## src/hmfm_consts.svh

```systemverilog
// offsets, field positions, reset values and vector for the halfword multiply / flag move slice
// Notes on behaviour
// - high multiply uses both upper halfwords, 32-bit product
// - low multiply uses both lower halfwords, 32-bit product
// - signed forms multiply two's-complement halfwords
// - unsigned forms multiply unsigned halfwords
// - record forms update first flag field
// - plain forms leave all flag fields alone
// - multiplies never touch the exception register
// - floating opcodes trap, vector 0x0700
// - exception bits 0:3 copied to selected field
// - exception bits 0:3 cleared after that copy
// - flag read returns whole flag register
// - masked flag write loads selected fields only
// - mask msb selects field 0, lsb field 7
// - mask one loads field, zero keeps it
`ifndef HMFM_CONSTS_SVH
`define HMFM_CONSTS_SVH
`define HMFM_ADDR_W 8
`define HMFM_REG_FLAG 8'h00
`define HMFM_REG_EXC 8'h04
`define HMFM_REG_IRQ_STATUS 8'h08
`define HMFM_REG_IRQ_MASK 8'h0C
`define HMFM_REG_LAST_RESULT 8'h10
`define HMFM_REG_TRAP_VECTOR 8'h14
`define HMFM_FLAG_RESET 32'h0000_0000
`define HMFM_EXC_RESET 32'h0000_0000
`define HMFM_MASK_RESET 3'h0
`define HMFM_PROG_VECTOR 32'h0000_0700
`define HMFM_EXC_SUMMARY_BIT 31
`define HMFM_EVT_TRAP 0
`define HMFM_EVT_RECORD 1
`define HMFM_EVT_EXC_MOVE 2
`define HMFM_EVT_W 3
`define HMFM_RESP_OKAY 2'h0
`define HMFM_RESP_SLVERR 2'h2
`endif

```

## src/hmfm_pkg.sv

```systemverilog
// operation codes for the halfword multiply / flag move slice
package hmfm_pkg;
	typedef enum logic [3:0] {
		HMFM_OP_NONE,
		HMFM_OP_MUL_HH_S,
		HMFM_OP_MUL_HH_U,
		HMFM_OP_MUL_LL_S,
		HMFM_OP_MUL_LL_U,
		HMFM_OP_EXC_TO_FLAG,
		HMFM_OP_READ_FLAG,
		HMFM_OP_WRITE_FLAG,
		HMFM_OP_FLOAT
	} hmfm_op_t;
endpackage

```

## src/hmfm_core.sv

```systemverilog
// execute slice: halfword multiplies, flag register moves, floating trap, axi4-lite view
`timescale 1ns/1ps
`include "hmfm_consts.svh"
module hmfm_core
	import hmfm_pkg::*;
(
	input wire logic sys_clk,
	input wire logic nrst,
	input wire logic op_valid,
	input wire hmfm_op_t op_code,
	input wire logic op_record,
	input wire logic [31:0] src_a_gpr,
	input wire logic [31:0] src_b_gpr,
	input wire logic [2:0] target_flag_field_sel,
	input wire logic [7:0] flag_field_mask,
	output logic wb_valid,
	output logic [31:0] wb_data,
	output logic trap_req,
	output logic [31:0] trap_vector,
	output logic [31:0] condition_flag_reg,
	output logic [31:0] fixed_point_exception_reg,
	output logic irq,
	input wire logic [`HMFM_ADDR_W-1:0] s_axi_awaddr,
	input wire logic s_axi_awvalid,
	output logic s_axi_awready,
	input wire logic [31:0] s_axi_wdata,
	input wire logic [3:0] s_axi_wstrb,
	input wire logic s_axi_wvalid,
	output logic s_axi_wready,
	output logic [1:0] s_axi_bresp,
	output logic s_axi_bvalid,
	input wire logic s_axi_bready,
	input wire logic [`HMFM_ADDR_W-1:0] s_axi_araddr,
	input wire logic s_axi_arvalid,
	output logic s_axi_arready,
	output logic [31:0] s_axi_rdata,
	output logic [1:0] s_axi_rresp,
	output logic s_axi_rvalid,
	input wire logic s_axi_rready
);
	logic [31:0] prod_hh_s;
	logic [31:0] prod_hh_u;
	logic [31:0] prod_ll_s;
	logic [31:0] prod_ll_u;
	logic [31:0] mul_result;
	logic is_mul;
	logic [3:0] rec_field;
	logic [31:0] merged_masked;
	logic [31:0] merged_exc;
	logic [31:0] next_flag;
	logic [31:0] next_exc;
	logic wr_go;
	logic [`HMFM_ADDR_W-1:0] wr_addr;
	logic flag_sw_wr;
	logic exc_sw_wr;
	logic [31:0] last_result;
	logic [`HMFM_EVT_W-1:0] irq_status;
	logic [`HMFM_EVT_W-1:0] irq_mask;
	logic [`HMFM_EVT_W-1:0] evt;
	logic [`HMFM_EVT_W-1:0] next_irq_status;

	function automatic logic [31:0] apply_strb(input logic [31:0] old_v, input logic [31:0] new_v,
		input logic [3:0] strb);
		logic [31:0] res;
		res = old_v;
		for (int i = 0; i < 4; i++) begin
			if (strb[i]) begin
				res[i*8 +: 8] = new_v[i*8 +: 8];
			end
		end
		return res;
	endfunction

	// bit 0 of the architecture is the msb here, so halfword 0:15 is [31:16]
	assign prod_hh_s = $signed(src_a_gpr[31:16]) * $signed(src_b_gpr[31:16]);
	assign prod_hh_u = src_a_gpr[31:16] * src_b_gpr[31:16];
	assign prod_ll_s = $signed(src_a_gpr[15:0]) * $signed(src_b_gpr[15:0]);
	assign prod_ll_u = src_a_gpr[15:0] * src_b_gpr[15:0];

	always_comb begin
		is_mul = 1'b1;
		case (op_code)
			HMFM_OP_MUL_HH_S: mul_result = prod_hh_s;
			HMFM_OP_MUL_HH_U: mul_result = prod_hh_u;
			HMFM_OP_MUL_LL_S: mul_result = prod_ll_s;
			HMFM_OP_MUL_LL_U: mul_result = prod_ll_u;
			default: begin
				mul_result = 32'h0000_0000;
				is_mul = 1'b0;
			end
		endcase
	end

	// compare against zero is always signed, even for the unsigned products
	assign rec_field = {mul_result[31], ~mul_result[31] & (mul_result != 32'h0000_0000),
		mul_result == 32'h0000_0000,
		fixed_point_exception_reg[`HMFM_EXC_SUMMARY_BIT]};

	// field f sits at bits [31-4f -: 4]; mask bit 7-f selects it
	genvar f;
	generate
		for (f = 0; f < 8; f++) begin : g_field
			assign merged_masked[31-4*f -: 4] = flag_field_mask[7-f] ?
				src_a_gpr[31-4*f -: 4] : condition_flag_reg[31-4*f -: 4];
			assign merged_exc[31-4*f -: 4] = (target_flag_field_sel == 3'(f)) ?
				fixed_point_exception_reg[31:28] : condition_flag_reg[31-4*f -: 4];
		end
	endgenerate

	assign wr_go = s_axi_awvalid & s_axi_wvalid & ~s_axi_bvalid;
	assign wr_addr = {s_axi_awaddr[`HMFM_ADDR_W-1:2], 2'b00};
	assign flag_sw_wr = wr_go & (wr_addr == `HMFM_REG_FLAG);
	assign exc_sw_wr = wr_go & (wr_addr == `HMFM_REG_EXC);

	// an instruction in flight wins over a software write in the same cycle
	always_comb begin
		next_flag = condition_flag_reg;
		if (op_valid && is_mul && op_record) begin
			next_flag = {rec_field, condition_flag_reg[27:0]};
		end else if (op_valid && op_code == HMFM_OP_EXC_TO_FLAG) begin
			next_flag = merged_exc;
		end else if (op_valid && op_code == HMFM_OP_WRITE_FLAG) begin
			next_flag = merged_masked;
		end else if (flag_sw_wr) begin
			next_flag = apply_strb(condition_flag_reg, s_axi_wdata, s_axi_wstrb);
		end
	end

	always_comb begin
		next_exc = fixed_point_exception_reg;
		if (op_valid && op_code == HMFM_OP_EXC_TO_FLAG) begin
			next_exc = {4'h0, fixed_point_exception_reg[27:0]};
		end else if (exc_sw_wr) begin
			next_exc = apply_strb(fixed_point_exception_reg, s_axi_wdata, s_axi_wstrb);
		end
	end

	always_ff @(posedge sys_clk or negedge nrst) begin
		if (!nrst) begin
			condition_flag_reg <= `HMFM_FLAG_RESET;
		end else begin
			condition_flag_reg <= next_flag;
		end
	end

	always_ff @(posedge sys_clk or negedge nrst) begin
		if (!nrst) begin
			fixed_point_exception_reg <= `HMFM_EXC_RESET;
		end else begin
			fixed_point_exception_reg <= next_exc;
		end
	end

	always_ff @(posedge sys_clk or negedge nrst) begin
		if (!nrst) begin
			wb_valid <= 1'b0;
			wb_data <= 32'h0000_0000;
			last_result <= 32'h0000_0000;
		end else begin
			wb_valid <= op_valid & (is_mul | (op_code == HMFM_OP_READ_FLAG));
			if (op_valid && is_mul) begin
				wb_data <= mul_result;
				last_result <= mul_result;
			end else if (op_valid && op_code == HMFM_OP_READ_FLAG) begin
				wb_data <= condition_flag_reg;
				last_result <= condition_flag_reg;
			end
		end
	end

	always_ff @(posedge sys_clk or negedge nrst) begin
		if (!nrst) begin
			trap_req <= 1'b0;
			trap_vector <= 32'h0000_0000;
		end else begin
			trap_req <= op_valid & (op_code == HMFM_OP_FLOAT);
			if (op_valid && op_code == HMFM_OP_FLOAT) begin
				trap_vector <= `HMFM_PROG_VECTOR;
			end
		end
	end

	// interrupt status: set beats a write-one-to-clear in the same cycle
	assign evt[`HMFM_EVT_TRAP] = op_valid & (op_code == HMFM_OP_FLOAT);
	assign evt[`HMFM_EVT_RECORD] = op_valid & is_mul & op_record;
	assign evt[`HMFM_EVT_EXC_MOVE] = op_valid & (op_code == HMFM_OP_EXC_TO_FLAG);

	always_comb begin
		next_irq_status = irq_status;
		if (wr_go && wr_addr == `HMFM_REG_IRQ_STATUS && s_axi_wstrb[0]) begin
			next_irq_status = irq_status & ~s_axi_wdata[`HMFM_EVT_W-1:0];
		end
		next_irq_status = next_irq_status | evt;
	end

	always_ff @(posedge sys_clk or negedge nrst) begin
		if (!nrst) begin
			irq_status <= '0;
			irq_mask <= `HMFM_MASK_RESET;
		end else begin
			irq_status <= next_irq_status;
			if (wr_go && wr_addr == `HMFM_REG_IRQ_MASK && s_axi_wstrb[0]) begin
				irq_mask <= s_axi_wdata[`HMFM_EVT_W-1:0];
			end
		end
	end

	assign irq = |(irq_status & irq_mask);

	// address and data are only taken together, so no skid storage is needed
	assign s_axi_awready = wr_go;
	assign s_axi_wready = wr_go;
	assign s_axi_arready = ~s_axi_rvalid;

	always_ff @(posedge sys_clk or negedge nrst) begin
		if (!nrst) begin
			s_axi_bvalid <= 1'b0;
			s_axi_bresp <= `HMFM_RESP_OKAY;
		end else if (wr_go) begin
			s_axi_bvalid <= 1'b1;
			case (wr_addr)
				`HMFM_REG_FLAG, `HMFM_REG_EXC, `HMFM_REG_IRQ_STATUS,
				`HMFM_REG_IRQ_MASK, `HMFM_REG_LAST_RESULT, `HMFM_REG_TRAP_VECTOR: begin
					s_axi_bresp <= `HMFM_RESP_OKAY;
				end
				default: s_axi_bresp <= `HMFM_RESP_SLVERR;
			endcase
		end else if (s_axi_bready) begin
			s_axi_bvalid <= 1'b0;
		end
	end

	always_ff @(posedge sys_clk or negedge nrst) begin
		if (!nrst) begin
			s_axi_rvalid <= 1'b0;
			s_axi_rdata <= 32'h0000_0000;
			s_axi_rresp <= `HMFM_RESP_OKAY;
		end else if (s_axi_arvalid && !s_axi_rvalid) begin
			s_axi_rvalid <= 1'b1;
			s_axi_rresp <= `HMFM_RESP_OKAY;
			case ({s_axi_araddr[`HMFM_ADDR_W-1:2], 2'b00})
				`HMFM_REG_FLAG: s_axi_rdata <= condition_flag_reg;
				`HMFM_REG_EXC: s_axi_rdata <= fixed_point_exception_reg;
				`HMFM_REG_IRQ_STATUS: s_axi_rdata <= {29'h0000_0000, irq_status};
				`HMFM_REG_IRQ_MASK: s_axi_rdata <= {29'h0000_0000, irq_mask};
				`HMFM_REG_LAST_RESULT: s_axi_rdata <= last_result;
				`HMFM_REG_TRAP_VECTOR: s_axi_rdata <= `HMFM_PROG_VECTOR;
				default: begin
					s_axi_rdata <= 32'h0000_0000;
					s_axi_rresp <= `HMFM_RESP_SLVERR;
				end
			endcase
		end else if (s_axi_rready) begin
			s_axi_rvalid <= 1'b0;
		end
	end
endmodule

```

## config.mk

```make
export PLATFORM = sky130hd
export DESIGN_NAME = hmfm_core
export DESIGN_NICKNAME = d
export VERILOG_FILES = /design/src/hmfm_pkg.sv /design/src/hmfm_core.sv
export VERILOG_INCLUDE_DIRS = /design/src /design/src/src
export SDC_FILE = /design/constraint.sdc
export NUM_CORES = 2
export LEC_CHECK = 0
export ABC_CLOCK_PERIOD_IN_PS = 7070
export BUFFER_PORTS_ARGS = -buffer_cell sky130_fd_sc_hd__buf_4
export CAP_MARGIN = 20
export CORE_MARGIN = 1
export CORE_UTILIZATION = 49
export DETAILED_ROUTE_END_ITERATION = 10
export HOLD_SLACK_MARGIN = 0.02
export PLACE_DENSITY = 0.77
export SLEW_MARGIN = 20
export SYNTH_ARGS = -nofsm -noshare
export SYNTH_HDL_FRONTEND = slang
export SYNTH_SLANG_ARGS = --single-unit
```

## constraint.sdc

```tcl
create_clock -name sys_clk -period 7.07 [get_ports sys_clk]
set_input_delay 1.0605 -clock sys_clk [delete_from_list [all_inputs] [get_ports sys_clk]]
set_output_delay 1.0605 -clock sys_clk [all_outputs]
set_load 0.01 [all_outputs]
```

### Word-level counts from Yosys, hierarchy flattened

Index checks and enable logic that the tools add are counted.

* reductions and logical operators: 46
* shift operators: 0
* bitwise gates (word level): 20
* add/subtract/negate cells: 0
* $lt $le $gt $ge: 0
* mux-type cells: 42
* div/mod/pow operators: 0
* multiply operators: 4
* eq/ne operators: 41

Operators with widths (count)
* $mux 32: 8
* $pmux 32 s6: 1
* $mul 16x16->32: 4
* $pmux 32 s4: 1
* $mux 4: 16
* $mux 8: 8
* $reduce_and 5->1: 7
* $logic_not 32->1: 1
* $reduce_bool 32->1: 1
* $eq 6x2->1 const B: 4
* $eq 6x3->1 const B: 4
* $ne 3x3->1 const B: 8
* $eq 4x3->1 const B: 4
* $reduce_bool 3->1: 5
* $ne 2x2->1 const B: 7
* $eq 3x3->1 const B: 4
* $eq 6x1->1 const B: 2
* $reduce_and 3->1: 4
* $reduce_or 6->1: 2
* $logic_and 1x1->1: 11
* $and 1x1->1: 10
* $reduce_bool 2->1: 5
* $eq 4x2->1 const B: 2
* $logic_not 8->1: 1
* 21 further kinds: 33

* output and inout port bits: 172
* bits in writable memories: 0
* latch bits: 0
* word-level logic and storage cells: 177
* input port bits: 140
* memories: 0
* memory bits (read-only): 0
* register bits: 143

### Depth between registers and ports, before layout

* depth after elaboration: 7
* mapped depth: 27
* depth with buffers taken out: 25

### Least setup slack after synthesis

No wires, ideal clock.

* path kind: input port to flip-flop
* start: input src_a_gpr[29]
* end: register condition_flag_reg[30]
* buffers on the path: 3
* stages on the path: 26
* setup time: 0.119 ns
* slack: -0.714 ns
* data arrival time: 7.665 ns
* data required time: 6.951 ns
* path through: clkbuf_1 > clkbuf_1 > nand2_1 > fa_1 > fa_1 > inv_1 > fa_1 > inv_1 > fa_1 > inv_1 > fa_1 > inv_1 > fa_1 > inv_1 > ha_1 > buf_2 > a21oi_1 > o21ai_1 > a31o_2 > a22o_1 > mux2_1 > a211o_1 > a211oi_2 > nand4_1 > or4_4 > o21ba_2

* word-level cells in the longest chain between the ends: 5
* elaborated cells between the ends (all ways): 7

RTL lines
* start: declaration: line hmfm_core.sv:12 `input wire logic [31:0] src_a_gpr,`
* $mul 16x16->32, on equally long branches: line hmfm_core.sv:76, hmfm_core.sv:75
* $pmux 32 s4 *: line hmfm_core.sv:82 `case (op_code)`
* $reduce_bool 32->1 / $not 1->1 (equally long branches): line hmfm_core.sv:95 `assign rec_field = {mul_result[31], ~mul_result[31] & (mul_result != 32'h0000_0000),`
* $and 1x1->1 *: line hmfm_core.sv:95
* $mux 32 *: line hmfm_core.sv:118 `if (op_valid && is_mul && op_record) begin`
* end signal: assignment: line hmfm_core.sv:140 `` condition_flag_reg <= `HMFM_FLAG_RESET; ``
* end signal: assignment: line hmfm_core.sv:142 `condition_flag_reg <= next_flag;`
* end: declaration: line hmfm_core.sv:20 `output logic [31:0] condition_flag_reg,`

Mark *: on every way between the ends. The rest lies on a longest branch, timed or not.
A chain may end at the register's enable or synchronous reset.

### Worst setup path after layout

* start: input src_b_gpr[20]
* end: register condition_flag_reg[30]

* word-level cells in the longest chain between the ends: 5
* elaborated cells between the ends (all ways): 7

RTL lines
* start: declaration: line hmfm_core.sv:13 `input wire logic [31:0] src_b_gpr,`
* $mul 16x16->32, on equally long branches: line hmfm_core.sv:76, hmfm_core.sv:75
* $pmux 32 s4 *: line hmfm_core.sv:82
* $reduce_bool 32->1 / $not 1->1 (equally long branches): line hmfm_core.sv:95
* $and 1x1->1 *: line hmfm_core.sv:95
* $mux 32 *: line hmfm_core.sv:118

Marked as above.

==> results.cfg <==
[sta]
timing.final.crit_period_ns = 7.361
maxSlewHeadroom = 0.1565
rsz0062_at_grt = true
skew_ns = 0.01001
hold_viol = 0
timing.fmax_mhz = 135.9
setup_slack_ns = -0.2906
drv_slew = 0
setup_viol_count_final = 4
period_share = 1.041
max_slew.worst_pin.slew_ns = 1.263

[routing]
viasPerCell = 5.486
postRouteAntennaNets = 0
finalWirelength_um = 117100
drcViolationCount = 0
wl_met3_um = 9264
firstDrtPassIters = 7
detailedRoute.firstIterationViolations = 2273
routed.top_layer = met5
wirelength_met1_um = 41730
wl_met2_um = 58580
routedWlPerCell_um = 19.11
via_count = 33640

[worst_setup_path]
crit_arrival_ns = 7.67
crit_path_max_fanout = 5
cp.required_ns = 7.38
rrSetupSlack_ns = 3.77
crit_path_start_kind = primary input
slowest_delay_ns = 0.61
crit_path_end_kind = register
critPathKind = primary input to register
slowest_stage = or4_4

[floorplanning]
core.rowCount = 101
core_um2 = 76330
die_h_um = 280.6
ios = 312
initial_utilization = 0.4984
dieArea_um2 = 78750
dieWidth_um = 280.6

[synth]
synth_seq_area_share = 0.09275
synth_area_um2 = 38040
syn_avg_cell_area_um2 = 8.865
synth_edf_count = 0
yosys_warnings = 0
synthArstFlopShare = 1.000
synthTopCellsByArea = fa_1, ha_1, inv_1
synth_cell_types = 88
yosys-top-cells-count = inv_1, fa_1, nand2_1, ha_1, and2_1
synthCells = 4291
synth_top_cell_by_area = fa_1
synth_top_area_share = 0.3852
synthMostInstantiatedCell = inv_1
ys_ff_latch = 141
synthFlopType = dfrtp_1

[cts]
clkLatencyLatePin_ns = 0.43
clk_path_buf_depth = 2
cts_buffers = 17
root_buffer = clkbuf_16
cts_htree_levels = 4
cts.clk_slew.worst_paths_ns = 0.06
cts_tree = yes
cts.sinks = 141

[placement]
gp_congestion = 0.9542
dp.cells = 6049
dp_hpwl_um = 98110
port_buffers = 276

[layout]
final_util = 0.6257
syn2layout_area_growth_pct = 25.55
drive_gt1_frac = 0.2450
final_nets = 6261
stdcell_count = 6131

[global_routing]
grt_pass1_wl_um = 185200
antenna_found_initial = 10
grt_usage = 0.3012
grt_pass1_vias = 35940
overflow = 0
grt_max_degree = 76

[outcome]
status = finished, violations left
violations = setup timing

[flow_run]
drv_cap = 0

[hold_path]
hold_class = register to register
==> worst max-delay path, delay by kind of cell <==
kind            cells  cell delay (ns)
compound gates      6             0.90
fa+ha+maj           7             3.33
simple gates        5             1.40
buf+inv             9             0.97
==> cell usage in the layout, fill, tap and decap left out, types with 13 or more instances in the layout <==
cell | Yosys | final
o21ai_1 | 9 | 18
inv_2 | 0 | 18
nor3_1 | 44 | 39
a22o_1 | 35 | 34
and2_1 | 251 | 235
mux2i_1 | 39 | 38
nand2_1 | 439 | 432
a21o_1 | 32 | 32
and2_4 | 0 | 16
o21a_1 | 30 | 29
a21oi_2 | 0 | 22
clkbuf_16 | 0 | 18
o22ai_1 | 16 | 15
o211ai_1 | 24 | 24
or3_1 | 17 | 17
ha_1 | 304 | 271
mux2_2 | 45 | 45
nand2b_1 | 16 | 16
a31oi_1 | 18 | 17
xor2_1 | 28 | 26
nand4_1 | 24 | 24
inv_1 | 970 | 950
a211oi_2 | 3 | 13
ha_4 | 0 | 31
a21oi_1 | 173 | 147
xnor2_1 | 59 | 58
o21ai_0 | 146 | 127
nor2_1 | 147 | 141
nor2b_1 | 22 | 21
a211oi_1 | 33 | 21
a22oi_1 | 35 | 35
nand3_1 | 56 | 53
buf_4 | 34 | 896
fa_2 | 0 | 24
fa_1 | 732 | 708
buf_6 | 0 | 31
dfrtp_1 | 141 | 141
conb_1 | 1 | 31
==> stage by stage <==
step,setup TNS [ns],setup WS [ns],instance area (µm²),hold slack [ns]
after floorplan,-0.3958,-0.2251,38420,0.4654
after global placement,-4.999,-0.8553,45530,0.4724
after detailed placement,-7.317,-0.9882,45530,0.4806
after CTS,-0.2149,-0.1223,46970,0.4940
after global routing,-1.770,-0.4806,47750,0.5202
final,-0.5858,-0.2906,47760,0.4954
==> repair_timing <==
item,4_1_cts,5_1_grt
setup buffers,27,18
pin swaps,66,91
hold buffers,0,0
gates cloned,0,1
gates resized for setup,130,134
setup endpoints to repair,6,12
==> logic make-up (layout without fill, tap and decap cells) <==
| logic type | count (synthesis) | in the layout | share of synthesized area |
|---|---|---|---|
| AO/OA/AOI/OAI | 676 | 676 | 0.1181 |
| buffers and inverters | 1174 | 1951 | 0.1195 |
| AND/OR/NAND/NOR | 1091 | 1091 | 0.1404 |
| other | 1 | 34 | 0.00009858 |
| XOR/XNOR | 87 | 87 | 0.02003 |
| flip-flops | 141 | 141 | 0.09275 |
| adder cells (fa/ha/maj) | 1036 | 1036 | 0.4852 |
| multiplexers | 85 | 85 | 0.02388 |
==> cell type report <==
cell class                      instances  area, µm²
Antenna cell                            3      7.507
Clock buffer                           17      425.4
Clock inverter                         15      185.2
Fill cell                            6135      28570
Inverter                              970       3649
Multi-Input combinational cell       3006      31200
Sequential cell                       141       3528
Tap cell                             1030       1289
Timing Repair Buffer                  949       7481
==> path summary, 6_finish.rpt <==
path	startpoint	to	cells after the start
worst min register to register	s_axi_rdata[10]$_DFFE_PN0P_	s_axi_rdata[10]$_DFFE_PN0P_	2
worst max-delay path	src_b_gpr[20]	condition_flag_reg[30]$_DFFE_PN0P_	27
min in group asynchronous	nrst	s_axi_rdata[0]$_DFFE_PN0P_	1
max in group asynchronous	nrst	condition_flag_reg[17]$_DFFE_PN0P_	2
worst max register to register	s_axi_bvalid$_DFFE_PN0P_	condition_flag_reg[25]$_DFFE_PN0P_	8
worst min-delay path	s_axi_rdata[10]$_DFFE_PN0P_	s_axi_rdata[10]$_DFFE_PN0P_	2
==> per-layer routing <==
layer / global-route usage / up-vias
li1: - / 15020
met1: 0.3405 / 16790
met2: 0.5229 / 1414
met3: 0.06270 / 402
met4: 0.1793 / 12
met5: 0.001876 / -
Power is not shown: default switching activity piles up to over one toggle a cycle in this logic, so the estimate is an artifact.
